--- src/hw/cims_pkg.sv ---
`default_nettype none
package cims_pkg;
  localparam int          CLK_PERIOD_NS = 4;
  localparam int          ADDR_W        = 5;
  localparam int          DATA_W        = 8;
  localparam int          SYNC_W        = 28;
  // Master clock counts as absent after this long without an edge.
  localparam int          MCLK_TMO_NS   = 1000;
  localparam int          MCLK_TMO_CYC  = MCLK_TMO_NS / CLK_PERIOD_NS;
  // Wait-state length on the ready/acknowledge pin.
  localparam int          WAIT_NS       = 40;
  localparam int          WAIT_CYC      = (WAIT_NS + CLK_PERIOD_NS - 1) / CLK_PERIOD_NS;
  localparam int          BOOT_CYC      = 2;
  localparam logic [4:0]  CFG_ADDR      = 5'h00;
  localparam logic [4:0]  EFE_ADDR      = 5'h1f;
  localparam logic [7:0]  REG_RST       = 8'h00;
  localparam logic [7:0]  EFE_GOOD      = 8'hff;
  localparam int          CFG_TS_LSB    = 0;
  localparam int          CFG_EDGE_BIT  = 3;
  localparam int          CFG_OE_BIT    = 4;
  localparam int          CMD_RD_BIT    = 7;
  localparam logic [1:0]  LVL_LOW       = 2'h0;
  localparam logic [1:0]  LVL_MID       = 2'h1;
  localparam logic [1:0]  LVL_HIGH      = 2'h3;
  localparam logic [2:0]  PAR_NM_DS     = 3'h4;
  localparam logic [2:0]  PAR_NM_RW     = 3'h5;
  localparam logic [2:0]  PAR_MX_DS     = 3'h6;
  localparam logic [2:0]  PAR_MX_RW     = 3'h7;
  typedef enum logic [1:0] {CIMS_HW = 2'h0, CIMS_SER = 2'h1, CIMS_PAR = 2'h3} cims_method_e;
  typedef enum logic [1:0] {PA_IDLE = 2'h0, PA_WAIT = 2'h1, PA_DONE = 2'h3} cims_pstate_e;
  function automatic logic cims_fell(input logic prev, input logic cur);
    return prev & ~cur;
  endfunction : cims_fell
endpackage : cims_pkg
`default_nettype wire

--- src/hw/cims_reg_if.sv ---
`timescale 1ns/1ns
`default_nettype none
interface cims_reg_if;
  import cims_pkg::*;
  logic              we;
  logic [ADDR_W-1:0] addr;
  logic [DATA_W-1:0] wdata;
  logic [DATA_W-1:0] rdata;
  logic [DATA_W-1:0] cfg;
  logic              efe_ok;
  modport master (output we, addr, wdata, input rdata, cfg, efe_ok);
  modport store  (input we, addr, wdata, output rdata, cfg, efe_ok);
endinterface : cims_reg_if
`default_nettype wire

--- src/hw/cims_regfile.sv ---
`timescale 1ns/1ns
`default_nettype none
module cims_regfile (
  input  wire logic clk,
  input  wire logic rst_n,
  cims_reg_if.store rif
);
  import cims_pkg::*;
  logic [DATA_W-1:0] mem_q [2**ADDR_W];

  // ---------------------------------------------------------------
  // Storage
  // ---------------------------------------------------------------
  always_ff @(posedge clk) begin
    if (!rst_n) begin
      for (int i = 0; i < 2**ADDR_W; i++) begin
        mem_q[i] <= REG_RST;
      end
    end else if (rif.we) begin
      mem_q[rif.addr] <= rif.wdata;
    end
  end

  assign rif.rdata  = mem_q[rif.addr];
  assign rif.cfg    = mem_q[CFG_ADDR];
  // The front end only works once every bit of this setting is one.
  assign rif.efe_ok = (mem_q[EFE_ADDR] == EFE_GOOD);
endmodule : cims_regfile
`default_nettype wire

--- src/hw/cims_ctrl_if.sv ---
`timescale 1ns/1ns
`default_nettype none
// ---------------------------------------------------------------
// ---------------------------------------------------------------
module cims_ctrl_if (
  input  wire logic                          clk,
  input  wire logic                          rst_n,
  input  wire logic [1:0]                    method_level,
  input  wire logic                          bus_multiplex_strap,
  input  wire logic                          bus_style_strap,
  input  wire logic                          cs_n,
  input  wire logic                          sclk_ale,
  input  wire logic                          serial_data_in,
  input  wire logic                          write_or_data_strobe,
  input  wire logic                          read_or_dir,
  input  wire logic [cims_pkg::ADDR_W-1:0]   host_addr,
  input  wire logic [cims_pkg::DATA_W-1:0]   host_data_in,
  input  wire logic [2:0]                    template_select,
  input  wire logic                          clock_edge_select,
  input  wire logic                          output_enable_pin,
  input  wire logic                          mclk,
  input  wire logic                          irq_req,
  output logic [cims_pkg::DATA_W-1:0]        host_data_out,
  output logic                               host_data_oe,
  output logic                               serial_data_out,
  output logic                               serial_data_oe,
  output logic                               int_n,
  output logic                               ready_ack,
  output logic [1:0]                         method,
  output logic [2:0]                         cfg_template,
  output logic                               cfg_clock_edge,
  output logic                               cfg_output_enable,
  output logic                               efe_ok
);
  import cims_pkg::*;

  // ---------------------------------------------------------------
  // Pin synchronisers
  // ---------------------------------------------------------------
  logic [SYNC_W-1:0] raw, meta_q, sync_q, prev_q;
  assign raw = {method_level, bus_multiplex_strap, bus_style_strap, cs_n, sclk_ale, serial_data_in,
                write_or_data_strobe, read_or_dir, host_addr, host_data_in, template_select,
                clock_edge_select, output_enable_pin, mclk};
  for (genvar g = 0; g < SYNC_W; g++) begin : g_sync
    always_ff @(posedge clk) begin
      if (!rst_n) begin
        meta_q[g] <= 1'b0;
        sync_q[g] <= 1'b0;
        prev_q[g] <= 1'b0;
      end else begin
        meta_q[g] <= raw[g];
        sync_q[g] <= meta_q[g];
        prev_q[g] <= sync_q[g];
      end
    end
  end
  wire [1:0]        s_lvl  = sync_q[27:26];
  wire              s_mux  = sync_q[25];
  wire              s_sty  = sync_q[24];
  wire              s_cs_n = sync_q[23];
  wire              s_sclk = sync_q[22];
  wire              s_sdi  = sync_q[21];
  wire              s_wr   = sync_q[20];
  wire              s_rd   = sync_q[19];
  wire [ADDR_W-1:0] s_addr = sync_q[18:14];
  wire [DATA_W-1:0] s_data = sync_q[13:6];
  wire [2:0]        s_ts   = sync_q[5:3];
  wire              s_edge = sync_q[2];
  wire              s_oe   = sync_q[1];
  wire              s_mclk = sync_q[0];
  wire              cs_fell   = cims_fell(prev_q[23], sync_q[23]);
  wire              ale_fell  = cims_fell(prev_q[22], sync_q[22]);
  wire              sclk_rise = cims_fell(sync_q[22], prev_q[22]);
  // Edges are ignored until both stages hold the pin, so reset cannot fake one.
  wire              mclk_edge = (sync_q[0] ^ prev_q[0]) & (boot_q == 2'h3);

  // ---------------------------------------------------------------
  // Strap capture
  // ---------------------------------------------------------------
  logic [1:0]   boot_q;
  cims_method_e meth_q;
  logic         mux_q, sty_q;
  wire          capture = (boot_q == 2'(BOOT_CYC));
  cims_method_e meth_d;
  assign meth_d = (s_lvl == LVL_LOW) ? CIMS_HW : (s_lvl == LVL_MID) ? CIMS_SER : CIMS_PAR;
  always_ff @(posedge clk) begin
    if (!rst_n) begin
      boot_q <= 2'h0;
      meth_q <= CIMS_HW;
      mux_q  <= 1'b0;
      sty_q  <= 1'b0;
    end else begin
      if (boot_q != 2'h3) boot_q <= boot_q + 2'h1;
      if (capture) begin
        meth_q <= meth_d;
        mux_q  <= s_mux;
        sty_q  <= s_sty;
      end
    end
  end
  wire       par_sel  = (meth_q == CIMS_PAR) & ~s_cs_n;
  wire       ser_sel  = (meth_q == CIMS_SER) & ~s_cs_n;
  wire [2:0] par_code = {1'b1, mux_q, sty_q};

  // ---------------------------------------------------------------
  // Master clock presence
  // ---------------------------------------------------------------
  logic [8:0] mto_q;
  wire        mclk_ok = (mto_q != 9'h0);
  always_ff @(posedge clk) begin
    if (!rst_n) mto_q <= 9'h0;
    else if (mclk_edge) mto_q <= 9'(MCLK_TMO_CYC);
    else if (mclk_ok) mto_q <= mto_q - 9'h1;
  end

  // ---------------------------------------------------------------
  // Parallel port
  // ---------------------------------------------------------------
  cims_reg_if rif ();
  cims_regfile u_regs (.clk(clk), .rst_n(rst_n), .rif(rif));
  logic [ADDR_W-1:0] alat_q;
  cims_pstate_e      pst_q;
  logic [3:0]        wcnt_q;
  logic              armed_q;
  // Strobe+direction when style strap is low, split strobes when high.
  wire acc_rd = sty_q ? ~s_rd : (~s_wr & s_rd);
  wire acc_wr = sty_q ? ~s_wr : (~s_wr & ~s_rd);
  wire [ADDR_W-1:0] par_addr = mux_q ? alat_q : s_addr;
  wire acc_go = par_sel & armed_q & (acc_rd | acc_wr) & (pst_q == PA_IDLE);
  wire par_we = par_sel & acc_wr & (pst_q != PA_DONE) &
                ((pst_q == PA_WAIT & wcnt_q == 4'h0) | (acc_go & ~mclk_ok));
  always_ff @(posedge clk) begin
    if (!rst_n) begin
      alat_q  <= '0;
      pst_q   <= PA_IDLE;
      wcnt_q  <= 4'h0;
      armed_q <= 1'b0;
    end else begin
      if (par_sel & mux_q & ale_fell) alat_q <= s_data[ADDR_W-1:0];
      if (cs_fell) armed_q <= 1'b1;
      else if (acc_go) armed_q <= 1'b0;
      unique case (pst_q)
        PA_IDLE: begin
          if (acc_go) begin
            pst_q  <= mclk_ok ? PA_WAIT : PA_DONE;
            wcnt_q <= 4'(WAIT_CYC - 1);
          end
        end
        PA_WAIT: begin
          if (!par_sel) pst_q <= PA_IDLE;
          else if (wcnt_q == 4'h0) pst_q <= PA_DONE;
          else wcnt_q <= wcnt_q - 4'h1;
        end
        PA_DONE: if (!(par_sel & (acc_rd | acc_wr))) pst_q <= PA_IDLE;
      endcase
    end
  end

  // ---------------------------------------------------------------
  // Serial port
  // ---------------------------------------------------------------
  logic [4:0]        bcnt_q;
  logic [7:0]        sin_q, sout_q, cmd_q;
  logic              sdo_en_q;
  wire               launch = s_edge ? cims_fell(prev_q[22], sync_q[22]) : sclk_rise;
  wire               ser_we = ser_sel & sclk_rise & (bcnt_q == 5'hf) & ~cmd_q[CMD_RD_BIT];
  always_ff @(posedge clk) begin
    if (!rst_n || !ser_sel) begin
      bcnt_q <= 5'h0;
      sin_q  <= 8'h00;
      sout_q <= 8'h00;
      cmd_q  <= 8'h00;
      sdo_en_q <= 1'b0;
    end else begin
      // The first launch edge of the data phase shows the top bit; later ones shift.
      if (launch && bcnt_q >= 5'h8 && cmd_q[CMD_RD_BIT]) sdo_en_q <= 1'b1;
      if (sclk_rise) begin
        sin_q <= {sin_q[6:0], s_sdi};
        if (bcnt_q != 5'h10) bcnt_q <= bcnt_q + 5'h1;
        if (bcnt_q == 5'h7) cmd_q <= {sin_q[6:0], s_sdi};
      end
      if (bcnt_q == 5'h8 && !launch) sout_q <= rif.rdata;
      else if (launch && bcnt_q > 5'h8) sout_q <= {sout_q[6:0], 1'b0};
    end
  end

  assign rif.we    = par_we | ser_we;
  assign rif.addr  = (meth_q == CIMS_SER) ? cmd_q[ADDR_W-1:0] : par_addr;
  assign rif.wdata = (meth_q == CIMS_SER) ? {sin_q[6:0], s_sdi} : s_data;

  // ---------------------------------------------------------------
  // Registered outputs
  // ---------------------------------------------------------------
  wire sdo_drv = ser_sel & sdo_en_q;
  wire hw_mode = (meth_q == CIMS_HW);
  always_ff @(posedge clk) begin
    if (!rst_n) begin
      host_data_out     <= 8'h00;
      host_data_oe      <= 1'b0;
      serial_data_out   <= 1'b0;
      serial_data_oe    <= 1'b0;
      int_n             <= 1'b1;
      ready_ack         <= 1'b1;
      method            <= 2'h0;
      cfg_template      <= 3'h0;
      cfg_clock_edge    <= 1'b0;
      cfg_output_enable <= 1'b0;
      efe_ok            <= 1'b0;
    end else begin
      host_data_out     <= rif.rdata;
      host_data_oe      <= par_sel & acc_rd & (pst_q == PA_DONE);
      serial_data_out   <= sdo_drv ? sout_q[7] : 1'b0;
      serial_data_oe    <= sdo_drv;
      int_n             <= ~(irq_req & ~hw_mode);
      ready_ack         <= (pst_q != PA_WAIT);
      method            <= meth_q;
      cfg_template      <= hw_mode ? s_ts : rif.cfg[CFG_TS_LSB +: 3];
      cfg_clock_edge    <= hw_mode ? s_edge : rif.cfg[CFG_EDGE_BIT];
      cfg_output_enable <= hw_mode ? s_oe : rif.cfg[CFG_OE_BIT];
      efe_ok            <= rif.efe_ok;
    end
  end
endmodule : cims_ctrl_if
`default_nettype wire

--- config.mk ---
export PLATFORM = sky130hd
export DESIGN_NAME = cims_ctrl_if
export DESIGN_NICKNAME = d
export VERILOG_FILES = /design/src/hw/cims_pkg.sv /design/src/hw/cims_reg_if.sv /design/src/hw/cims_regfile.sv /design/src/hw/cims_ctrl_if.sv
export SDC_FILE = /design/constraint.sdc
export NUM_CORES = 1
export LEC_CHECK = 0
export ABC_AREA = 1
export ABC_CLOCK_PERIOD_IN_PS = 2670
export BUFFER_PORTS_ARGS = -buffer_cell sky130_fd_sc_hd__buf_2
export CELL_PAD_IN_SITES_DETAIL_PLACEMENT = 0
export CELL_PAD_IN_SITES_GLOBAL_PLACEMENT = 1
export CORE_MARGIN = 2
export CORE_UTILIZATION = 48
export DETAILED_ROUTE_END_ITERATION = 8
export PLACE_DENSITY_LB_ADDON = 0.1
export SYNTH_ARGS = -nofsm -noshare
export SYNTH_HDL_FRONTEND = slang
export SYNTH_SLANG_ARGS = --single-unit
--- constraint.sdc ---
create_clock -name clk -period 2.67 [get_ports clk]
set_input_delay 0.267 -clock clk [delete_from_list [all_inputs] [get_ports clk]]
set_output_delay 0.267 -clock clk [all_outputs]
set_load 0.01 [all_outputs]
# ---- Word level (Yosys, flattened, before mapping)
# Memory sizes are Yosys's and may differ from the RTL's.
# Index checks and enable logic that the tools add are counted.
dict set report totals {
  register_bits 136
  ram_bits 256
  out_inout_bits 21
  wordCells 210
  mem_count 1
}
dict set report op_classes {
  addsub 4
  n_lt_le_gt_ge 2
  eq_ne 20
  mux 34
  bitwise_logic 40
  n_reduce_logical 24
}
# name depth word_bits read_ports rd_clocked_by_memory_dff wr line_no
set mem_list {}
lappend mem_list {u_regs.mem_q 32 8 3 0 32 cims_regfile.sv:9} ;# logic [DATA_W-1:0] mem_q [2**ADDR_W];
# operator n
set ops {}
lappend ops {{two-way mux 8 bit} 6}
lappend ops {{AND 1 bit} 26}
lappend ops {{two-way mux 5 bit} 3}
lappend ops {{two-way mux 2 bit} 7}
lappend ops {{two-way mux 1 bit} 12}
lappend ops {{two-way mux 4 bit} 3}
lappend ops {{!= test 2 bit (second input constant)} 6}
lappend ops {{== test 5 x 4 -> 1 bit (second input constant)} 2}
lappend ops {{NOT 1 bit} 10}
lappend ops {{nonzero test 9 bit} 1}
lappend ops {{subtractor 9 x 1 -> 9 bit (second input constant)} 1}
lappend ops {{== test 2 bit (second input constant)} 4}
lappend ops {{== test 8 bit (second input constant)} 1}
lappend ops {{one-hot mux 4 bit (2 select lines)} 1}
lappend ops {{nonzero test 2 bit} 4}
lappend ops {{OR reduction 8 bit} 1}
lappend ops {{== test 2 x 1 -> 1 bit (second input constant)} 3}
lappend ops {{logical NOT 2 bit} 3}
lappend ops {{one-hot mux 2 bit (3 select lines)} 1}
lappend ops {{AND reduction 2 bit} 3}
lappend ops {{adder 5 x 1 -> 5 bit (second input constant)} 1}
lappend ops {{== test 5 x 3 -> 1 bit (second input constant)} 1}
lappend ops {{greater-or-equal comparator 5 x 4 -> 1 bit (second input constant)} 1}
lappend ops {{> comparator 5 x 4 -> 1 bit (second input constant)} 1}
lappend ops {{15 further kinds} 22}

# ---- Depth between registers and ports, before layout
# Gate-level depths: netlist of the first run.
dict set report depth {
  depth_word 15
  depth_mapped 17
  depth_no_buf 15
}

# ---- Hierarchy
# From an unflattened synthesis of the first run, not the netlist that was laid out.
dict set report hier_totals {
  cells_unflattened 2060
  area_unflattened_um2 17186.5
}
# mod instances cells_each area_each_um2 seq_area_each_um2
set modules_own_cells {}
lappend modules_own_cells {cims_regfile 1 1380 12106.6 7687.4}
lappend modules_own_cells {cims_ctrl_if 1 680 5079.9 2682.6}

# ---- Worst setup path before layout of the first run
# OpenSTA, ideal clock, no wires.
dict set report synth_timing {
  kind {register to register}
  from {reg meth_q[1]}
  to {mem u_regs.mem_q[27][0], enable pin}
  setup_time_ns 0.329
  t_arrival_ns 1.891
  required_ns 2.341
  path_slack_ns 0.450
  stages_incl_launch_ff 10
  path_buffers 1
  synth_period_minus_slack_ns 2.220
  path_cell_list {dfxtp_1 inv_2 nor3_4 nand4_2 o22ai_2 nand4_1 o21ai_4 buf_12 nand3_4 nand2_1}
}
# item line_no
set synth_lines {}
lappend synth_lines {{start, declared} cims_ctrl_if.sv:81} ;# cims_method_e meth_q;
lappend synth_lines {{start signal, assigned} cims_ctrl_if.sv:95} ;# meth_q <= meth_d;
lappend synth_lines {{end, declared} cims_regfile.sv:9}

==> results of run 1 <==
worst max-delay path, stage by stage (launching register included):
cell       delay (ns)
dfxtp_2          0.38
inv_2            0.08
nor3_4           0.26
nand4_2          0.18
o22ai_2          0.15
nand4_1          0.25
o21ai_4          0.18
buf_12           0.18
buf_12           0.11
clkbuf_16        0.17
nand3_4          0.12
nand2_2          0.19
worst min-delay path by stage:
| stage | endpoint | cells after the start | from |
|---|---|---|---|
| 4_1_cts | wcnt_q[1]$_SDFFE_PN0P_ | 4 | rst_n |
| 3_5_place_dp | s_data[0]$_SDFF_PN0_ | 2 | meta_q[6]$_SDFF_PN0_ |
| 5_1_grt | mto_q[5]$_SDFFE_PN0P_ | 4 | rst_n |
| 6_report | wcnt_q[1]$_SDFFE_PN0P_ | 4 | rst_n |
| 3_3_place_gp | s_ts[0]$_SDFF_PN0_ | 2 | meta_q[3]$_SDFF_PN0_ |
| 2_1_floorplan | int_n$_SDFF_PN1_ | 1 | irq_req |
report_power, final:
group | switching [W] | internal [W]
registers | 0.000123 | 0.00668
logic | 0.00123 | 0.000561
clock network | 0.00242 | 0.00322
metal layers:
metal  track usage [%]  up-vias  routed length, um
met5                 0        -                 12
met4              9.29        2               1520
met3              4.16       96               2970
met2              41.2      432              21900
met1              32.6     6071              19800
li1                  -     6648                  -
repair_timing:
action / 4_1_cts / 5_1_grt
pin swaps: 0 / 3
resized for setup: 8 / 20
buffers inserted: 0 / 3
hold buffers: 29 / 0
gates cloned: 0 / 2
setup endpoints to repair: 63 / 245
endpoints found under the hold margin: 29 / 0
metrics by stage:
stage / cells / util [%]
final: 2608 / 56.8
after floorplan: 2017 / -
after CTS: 2603 / 56.3
after global placement: 2496 / 51.8
after detailed placement: 2496 / 51.8
after global routing: 2608 / 56.8
cell families (layout without fill, tap and decap cells):
logic type / after synthesis / after routing / share of synthesized area [%]
AOI/OAI and AO/OA: 127 / 127 / 3.87
muxes: 1 / 1 / 0.0563
and+or+nand+nor: 1219 / 1219 / 30.3
adders and majority gates: 8 / 8 / 0.563
xor gates and xnor gates: 3 / 3 / 0.148
DFF: 390 / 390 / 58.3
buffers and inverters: 269 / 392 / 6.80
synthesized netlist by cell type (all sizes together):
master  number
nand3      160
dfxtp      134
ha           8
o31ai        1
nor3        13
o211ai       2
nand4       10
a31oi        4
nand2      702
o21ai       71
buf         52
a211oi       1
nand3b       2
inv        162
clkbuf      55
a21oi       45
nor2       331
xor2         1
mux2i        1
edfxtp     256
xnor2        2
o22ai        2
or2          1
o21a         1
cell type report:
cell class              instances  area (sq um)  share of cell area (%)
inverters                     162           608                    2.93
flip-flops and latches        390         10400                    50.0
clock inverters                28           248                    1.20
clock buffers                  50          1080                    5.22
multi-input cells            1358          6410                    30.9
well taps                     468           586                    2.82
repair buffers                152          1420                    6.87
cells in the final DEF (no fill, tap or decap), types with 9 or more instances in the layout:
cell type,n
a21oi_1,44
buf_12,24
buf_2,50
buf_4,47
clkbuf_16,44
clkinv_2,10
dfxtp_1,132
dlygate4sd3_1,29
edfxtp_1,256
inv_1,156
nand2_1,680
nand2_2,15
nand3_1,127
nand3_4,32
nand4_1,9
nor2_1,301
nor2_2,26
o21ai_0,58
sequential cells by signal, indices dropped and copies added (netlist names), 4 cells and up:
signal         flops
bcnt_q             5
sin_q              7
wcnt_q             4
meta_q            28
sout_q             8
alat_q             5
u_regs.mem_q     256
host_data_out      8
s_data             8
cmd_q              6
s_addr             5
mto_q              9
==> results.sh, run 1 <==
export IMPL_relSlewSlack_pct=34.2
export IMPL_rows=70
export IMPL_worst_skew_pair_late_latency_ns=0.57
export IMPL_die_area_sq_um=38600
export IMPL_setup_viol=0
export IMPL_maxCapViolations=0
export IMPL_seq_area_frac_synth_pct=58.3
export IMPL_post_route_period_util_pct=96.9
export IMPL_htree_num_levels=2
export IMPL_cp_end_kind="flip-flop"
export IMPL_die_w_um=197
export IMPL_critPathKind="reg2reg"
export IMPL_antenna_found_initial=1
export IMPL_critPathLaunchType="flip-flop"
export IMPL_drive_gt1_share_pct=14.2
export IMPL_crit_reg2reg_launch="meth_q[0]$_SDFFE_PN0N_"
export IMPL_power_density_nw_per_um2=687
export IMPL_setup_worst_path_end="u_regs.mem_q[23][2]$_SDFFCE_PN0P_"
export IMPL_first_pass_iters=5
export IMPL_fillers=3262
export IMPL_synth_warnings=0
export IMPL_start_util_pct=48.7
export IMPL_post_drt_wl_per_cell_um=17.7
export IMPL_grt_max_degree=76
export IMPL_fmax_mhz=386
export IMPL_cts_root_buf="clkbuf_16"
export IMPL_clk_path_buf_depth=3
export IMPL_wl_mm=46.3
export IMPL_cts_clk_slew_worst_paths_ns=0.06
export IMPL_tns_ns=0
export IMPL_p_leak_nw=8.90
export IMPL_dpl_hpwl_mm=29.4
export IMPL_numCtsBuffers=42
export IMPL_synth_area_top_cells="edfxtp_1 43%, dfxtp_1 15%, nand2_1 15%"
export IMPL_hold_viol_final=0
export IMPL_cp_startpoint="meth_q[0]$_SDFFE_PN0N_"
export IMPL_hp_class="in2reg"
export IMPL_synth_cell_types=44
export IMPL_io_pins=52
export IMPL_port_buffers=51
export IMPL_stdcell_area_sq_um=20700
export IMPL_ys_seq_elements=390
export IMPL_place_area_sq_um=18900
export IMPL_gp_congestion=0.817
export IMPL_die_h_um=197
export IMPL_grt_pass1_vias=13100
export IMPL_overflow=0
export IMPL_coreArea_sq_um=36500
export IMPL_dr_total_vias=13200
export IMPL_critical_path_max_fanout=9
export IMPL_rrSetupSlack_ns=0.08
export IMPL_route_detailed_drc=0
export IMPL_synth_top_area_share_pct=43.2
export IMPL_cts_sinks=390
export IMPL_area_delta_synth_final_pct=16.5
export IMPL_power_w=0.0142
export IMPL_nets=2145
export IMPL_drv_slew=0
export IMPL_fin_crit_ns=2.59
export IMPL_setup_ws_ns=0.0824
export IMPL_track_usage_pct=24.8
export IMPL_viasPerCell=5.08
export IMPL_grt_pass1_wl_mm=72.9
export IMPL_synthCells=2017
export IMPL_synth_nets=2056
export IMPL_netlist_area_sq_um=17800
export IMPL_drt_iter0_drc=877
export IMPL_cts_tree="built"
export IMPL_postRouteAntennaNets=0
export IMPL_r2r_end="u_regs.mem_q[23][2]$_SDFFCE_PN0P_"
export IMPL_synth_avg_cell_area_sq_um=8.82
export IMPL_tightestPinTransition_ns=0.988
export IMPL_outcome="finished clean"
export IMPL_hold_slack_ns=0.270
export IMPL_synth_largest_area_cell="edfxtp_1"
export IMPL_ff2ff_path_depth=11
export IMPL_cp_required_ns=2.93
export IMPL_skew_ns=0.0168
export IMPL_diodes=0
export IMPL_peakVddDrop_uv=460
export IMPL_place_ws_ns=-0.0156
export IMPL_worstPathArrival_ns=2.84
No activity file was read; power rests on OpenSTA's default activity.
==> run 2: changes to the inputs <==
Settings changed: CORE_UTILIZATION 48 to 40.
==> run 2 against run 1 <==
Sequential cell count stayed put. Final cell count is 4.7% higher. Non-clock buffer count is 1 higher. Design area is 0.11% lower. Register-to-register slack better by 0.04 ns. First-iteration DRC count is 0.11% lower. Total power is 0.71% lower. Worst setup slack better by 0.039 ns. Critical endpoint is now u_regs.mem_q[0][3]$_SDFFCE_PN0P_. Clock skew is 0.013 ns higher.
==> results.sh, run 2 (synthesis results as in run 1) <==
export IMPL_nets=2146
export IMPL_fillers=4266
export IMPL_die_w_um=215
export IMPL_post_cts_buffers=0
export IMPL_route_detailed_drc=0
export IMPL_largest_reg_flops=256
export IMPL_finalNonFillerCells=2731
export IMPL_setup_viol=0
export IMPL_power_w=0.0141
export IMPL_cts_sinks=390
export IMPL_gr_usage_met1_pct=28.7
export IMPL_grt_use_met2_pct=38.2
export IMPL_track_usage_pct=22.0
export IMPL_critical_path_max_fanout=15
export IMPL_rows=77
export IMPL_relSlewSlack_pct=59.6
export IMPL_skew_ns=0.0296
export IMPL_post_route_period_util_pct=95.5
export IMPL_tightestPinTransition_ns=0.606
export IMPL_busiest_layer="met2"
export IMPL_setup_ws_ns=0.121
export IMPL_use_met3_pct=2.73
export IMPL_grt_max_degree=119
export IMPL_cts_root_buf="clkbuf_16"
export IMPL_diodes=0
export IMPL_area_delta_synth_final_pct=16.4
export IMPL_critPathLaunchType="flip-flop"
export IMPL_path_cells="inv_2, nor3_4, nand4_2, o22ai_2, nand4_1, o21ai_4, buf_12, nand3_4, nand2_1"
export IMPL_place_area_sq_um=19100
export IMPL_overflow=0
export IMPL_fmax_mhz=392
export IMPL_worst_skew_pair_late_latency_ns=0.57
export IMPL_clk_path_buf_depth=3
export IMPL_io_pins=52
export IMPL_reg_largest_list="u_regs.mem_q (256), meta_q (28), mto_q (9)"
export IMPL_cp_top_family="simple AND/OR/NAND/NOR gates"
export IMPL_grt_pass1_wl_mm=77.4
export IMPL_stdcell_area_sq_um=20700
export IMPL_drv_slew=0
export IMPL_power_density_nw_per_um2=683
export IMPL_fin_crit_ns=2.55
export IMPL_grt_pass1_vias=13200
export IMPL_wl_mm=49.5
export IMPL_post_route_util_pct=47.0
export IMPL_cp_buffers_inverters=2
export IMPL_coreArea_sq_um=44000
export IMPL_numCtsBuffers=42
export IMPL_worstPathArrival_ns=2.76
export IMPL_p_leak_nw=8.87
export IMPL_gp_congestion=0.793
export IMPL_htree_num_levels=2
export IMPL_cts_tree="built"
export IMPL_hp_class="in2reg"
export IMPL_post_drt_wl_per_cell_um=18.1
export IMPL_rrSetupSlack_ns=0.12
export IMPL_die_area_sq_um=46200
export IMPL_largest_register="u_regs.mem_q"
export IMPL_dpl_hpwl_mm=31.4
export IMPL_postRouteAntennaNets=0
export IMPL_cts_clk_slew_worst_paths_ns=0.06
export IMPL_place_ws_ns=0.126
export IMPL_cp_end_kind="flip-flop"
export IMPL_drt_iter0_drc=876
export IMPL_dr_total_vias=13200
export IMPL_layout_commonest_cell="nand2_1"
export IMPL_peakVddDrop_uv=593
export IMPL_drive_gt1_share_pct=13.0
export IMPL_port_buffers=51
export IMPL_start_util_pct=40.4
export IMPL_hold_viol_final=0
export IMPL_dp_cells=2626
export IMPL_die_h_um=215
export IMPL_layout_common_cells="694 x nand2_1, 303 x nor2_1, 256 x edfxtp_1, 156 x inv_1, 134 x dfxtp_1"
export IMPL_crit_path_max_incr_delay_ns=0.44
export IMPL_antenna_found_initial=0
export IMPL_grt_setup_unrepaired="yes"
export IMPL_cp_required_ns=2.88
export IMPL_outcome="finished clean"
export IMPL_first_pass_iters=5
export IMPL_maxCapViolations=0
export IMPL_critPathKind="reg2reg"
export IMPL_viasPerCell=4.84
export IMPL_cpMaxStageDelayCell="dfxtp_1"
==> run 2: changes by cell type in the layout (fill, tap and decap cells not counted), moves of 3 or more <==
cell / change
nand2_1: +14
nand2_2: -9
clkinv_1: +3
clkinv_2: -3
clkbuf_4: +3
nand2_4: -4
clkbuf_8: +3
buf_4: +5
==> run 2: worst min-delay path, stage by stage <==
cell    delay (ns)
buf_4         0.14
inv_1         0.12
nor3_4        0.07
inv_2         0.13
nor2_1        0.05
==> run 2: stage by stage <==
step	hold slack, ns	setup TNS (ns)
2_1_floorplan	0.353	0
3_3_place_gp	0.395	0
3_5_place_dp	0.395	0
4_1_cts	0.237	0
5_1_grt	0.261	-3.81
6_report	0.266	0
==> run 2: worst paths after layout <==
path / cells after the start / endpoint / startpoint
max: 9 / u_regs.mem_q[0][3]$_SDFFCE_PN0P_ / meth_q[0]$_SDFFE_PN0N_
max reg2reg: 9 / u_regs.mem_q[0][3]$_SDFFCE_PN0P_ / meth_q[0]$_SDFFE_PN0N_
min: 5 / serial_data_oe$_SDFF_PN0_ / rst_n
min reg2reg: 2 / s_data[2]$_SDFF_PN0_ / meta_q[8]$_SDFF_PN0_
==> run 2: what timing repair did <==
| item | CTS | global route |
|---|---|---|
| endpoints found under the hold margin | 29 | 0 |
| endpoints found under the setup margin | 0 | 136 |
| hold buffers | 29 | 0 |
| gates resized for setup | 0 | 3 |
==> run 2: where the power goes <==
group          internal [W]  switching [W]
clock network       0.00317        0.00234
registers           0.00669       0.000126
logic              0.000560        0.00126
total                0.0104        0.00373
==> run 2: cell type report <==
cell class / instances / area, sq um / share of cell area (%)
clock buffers: 58 / 1170 / 5.67
clock inverters: 18 / 111 / 0.538
inverters: 162 / 608 / 2.94
multi-input cells: 1358 / 6330 / 30.6
flip-flops and latches: 390 / 10400 / 50.1
well taps: 592 / 741 / 3.58
repair buffers: 153 / 1370 / 6.62
==> run 2: metal layers <==
layer	wire (um)	vias up
li1	-	6640
met3	2110	70
met1	22100	6201
met4	1050	0
met2	24200	312
met5	0	-
==> run 3: changes to the inputs <==
Settings changed: ABC_AREA 1 to 0, CORE_ASPECT_RATIO set to 1.5, CORE_UTILIZATION 40 to 50.
==> run 3 against run 2 <==
Fmax down 3.3%. Hold slack improved by 0.17 ns. Wire length down 7.6%. Final cell count shrank 23%. Sequential cell count unchanged. Design area fell by 1.5%. Total power up 5.9%. Die area decreased by 26%. Clock power increased by 8.2%. Largest power group unchanged.
==> results.sh, run 3 <==
export IMPL_outcome="finished clean"
export IMPL_start_util_pct=50.6
export IMPL_wl_mm=45.7
export IMPL_port_buffers=51
export IMPL_worst_skew_pair_late_latency_ns=0.55
export IMPL_cp_startpoint="mux_q$_SDFFE_PN0N_"
export IMPL_synth_nets=1517
export IMPL_ys_seq_elements=390
export IMPL_coreArea_sq_um=32400
export IMPL_viasPerCell=5.60
export IMPL_rrSetupSlack_ns=0.03
export IMPL_rows=81
export IMPL_cp_end_kind="flip-flop"
export IMPL_multi_input_comb_area_sq_um=5970
export IMPL_synthCells=1478
export IMPL_clk_path_buf_depth=3
export IMPL_drive_gt1_share_pct=21.3
export IMPL_synth_edf_count=256
export IMPL_reg_largest_list="u_regs.mem_q (256), meta_q (28), mto_q (9)"
export IMPL_grt_max_degree=90
export IMPL_route_detailed_drc=0
export IMPL_place_area_sq_um=18200
export IMPL_hp_class="reg2reg"
export IMPL_synth_top_flop_cell="edfxtp_1"
export IMPL_fillers=2638
export IMPL_dpl_hpwl_mm=30.7
export IMPL_synth_top_area_share_pct=46.9
export IMPL_tightestPinTransition_ns=1.09
export IMPL_grt_pass1_vias=11800
export IMPL_numCtsBuffers=39
export IMPL_power_w=0.0150
export IMPL_netlist_area_sq_um=16400
export IMPL_tns_ns=0
export IMPL_layout_common_cells="278 x nor2_1, 256 x edfxtp_1, 193 x nand2_1, 132 x buf_4, 131 x dfxtp_1"
export IMPL_post_drt_wl_per_cell_um=21.7
export IMPL_cts_clk_slew_worst_paths_ns=0.07
export IMPL_synth_warnings=0
export IMPL_dp_cells=1995
export IMPL_fin_crit_ns=2.64
export IMPL_finalNonFillerCells=2110
export IMPL_async_reset_ff_share_pct=0
export IMPL_skew_ns=0.0175
export IMPL_nets=1705
export IMPL_maxCapViolations=0
export IMPL_die_w_um=152
export IMPL_cp_required_ns=3.09
export IMPL_htree_num_levels=2
export IMPL_grt_pass1_wl_mm=68.3
export IMPL_largest_reg_flops=256
export IMPL_synth_cell_types=60
export IMPL_fmax_mhz=379
export IMPL_p_sw_w=0.00371
export IMPL_seq_area_frac_synth_pct=63.2
export IMPL_worstPathArrival_ns=3.06
export IMPL_grt_setup_unrepaired="yes"
export IMPL_layout_commonest_cell="nor2_1"
export IMPL_cts_tree="built"
export IMPL_combPwrFrac_pct=14.7
export IMPL_p_sw_share_pct=24.8
export IMPL_critical_path_max_fanout=7
export IMPL_crit_reg2reg_launch="mux_q$_SDFFE_PN0N_"
export IMPL_intPower_w=0.0113
export IMPL_drt_iter0_drc=794
export IMPL_cts_sinks=390
export IMPL_p_leak_nw=7.54
export IMPL_stdcell_area_sq_um=20400
export IMPL_yosysMostFrequentCell="nor2_1"
export IMPL_diodes=0
export IMPL_cts_root_buf="clkbuf_16"
export IMPL_critPathKind="reg2reg"
export IMPL_synth_common_cells="278 x nor2_1, 256 x edfxtp_1, 209 x nand2_1"
export IMPL_dr_total_vias=11800
export IMPL_area_delta_synth_final_pct=24.4
export IMPL_track_usage_pct=26.1
export IMPL_ff2ff_path_depth=10
export IMPL_io_pins=52
export IMPL_post_route_period_util_pct=98.7
export IMPL_relSlewSlack_pct=27.3
export IMPL_die_h_um=226
export IMPL_seq_area_sq_um=10400
export IMPL_sequentialPowerShare_pct=45.6
export IMPL_synth_avg_cell_area_sq_um=11.1
export IMPL_synth_largest_area_cell="edfxtp_1"
export IMPL_gp_congestion=0.835
export IMPL_antenna_found_initial=0
export IMPL_post_route_util_pct=62.9
export IMPL_overflow=0
export IMPL_critPathLaunchType="flip-flop"
export IMPL_peakVddDrop_uv=537
export IMPL_drv_slew=0
export IMPL_setup_viol=0
export IMPL_synth_area_top_cells="edfxtp_1 47%, dfxtp_1 16%, nor2_1 6.4%"
export IMPL_postRouteAntennaNets=0
export IMPL_die_area_sq_um=34300
export IMPL_hold_viol_final=0
export IMPL_setup_worst_path_end="sout_q[2]$_SDFFE_PP0P_"
export IMPL_r2r_end="sout_q[2]$_SDFFE_PP0P_"
export IMPL_largest_register="u_regs.mem_q"
export IMPL_first_pass_iters=5
export IMPL_power_share_clock_pct=39.8
export IMPL_power_density_nw_per_um2=734
## run 3: logic make-up (layout without fill, tap and decap cells)
group / after synthesis / in the layout / synth area share [%]
fa+ha+maj: 8 / 8 / 0.610
buf+inv: 108 / 325 / 2.91
flops: 390 / 390 / 63.2
xor+xnor: 13 / 13 / 0.694
compound gates: 176 / 176 / 7.63
mux: 94 / 94 / 5.97
simple gates: 689 / 689 / 19.0
## run 3: worst min path at each step
stage                            to             startpoint  cells past startpoint  slack, ns
2_1_floorplan      int_n$_SDFF_PN1_                irq_req                      1       0.36
3_3_place_gp      s_edge$_SDFF_PN0_   meta_q[2]$_SDFF_PN0_                      1       0.41
3_5_place_dp   s_data[6]$_SDFF_PN0_  meta_q[12]$_SDFF_PN0_                      1       0.42
4_1_cts          s_ts[2]$_SDFF_PN0_   meta_q[5]$_SDFF_PN0_                      1       0.43
5_1_grt          s_ts[2]$_SDFF_PN0_   meta_q[5]$_SDFF_PN0_                      1       0.44
6_report         s_ts[0]$_SDFF_PN0_   meta_q[3]$_SDFF_PN0_                      1       0.43
## run 3: critical path, stage by stage, from the launching register on
cell      delay [ns]
dfxtp_4         0.38
mux2_2          0.37
mux2i_4         0.34
buf_12          0.17
buf_4           0.17
a211oi_1        0.08
buf_4           0.15
nor4_2          0.32
buf_4           0.18
and4_1          0.25
o21ai_0         0.09
## run 3: repair_timing
action / CTS / global route
cloned: 0 / 1
pin swaps: 4 / 9
hold buffers: 30 / 0
hold endpoints to repair: 30 / 0
setup endpoints to repair: 12 / 256
gates resized for setup: 13 / 57
buffers inserted: 2 / 12
## run 3: metal layers
layer  global-route usage, %  part of all wire [%]
met1                    29.5                    38
met2                    49.9                    54
met3                    3.07                   3.8
met4                    10.6                   4.3
met5                       0                     0
## run 3: power groups by stage
stage / clock (W) / sequential (W) / combinational [W]
after floorplan: 0 / 0.00690 / 0.00120
after global placement: 0 / 0.00694 / 0.00197
after detailed placement: 0 / 0.00695 / 0.00201
after CTS: 0.00603 / 0.00682 / 0.00207
after global routing: 0.00623 / 0.00684 / 0.00234
final: 0.00595 / 0.00682 / 0.00220
## run 3: stage by stage
stage | setup slack, ns | hold slack, ns
4_1_cts | 0.00401 | 0.434
6_report | 0.0342 | 0.431
2_1_floorplan | 0.164 | 0.356
3_5_place_dp | -0.180 | 0.419
3_3_place_gp | -0.106 | 0.414
5_1_grt | -0.0615 | 0.445
## run 3: layout make-up
class / instances / share of cell area [%]
clock buffers: 47 / 5.29
clock inverters: 23 / 1.55
inverters: 15 / 0.276
multi-input cells: 980 / 29.3
flip-flops and latches: 390 / 50.9
well taps: 415 / 2.55
repair buffers: 240 / 10.2
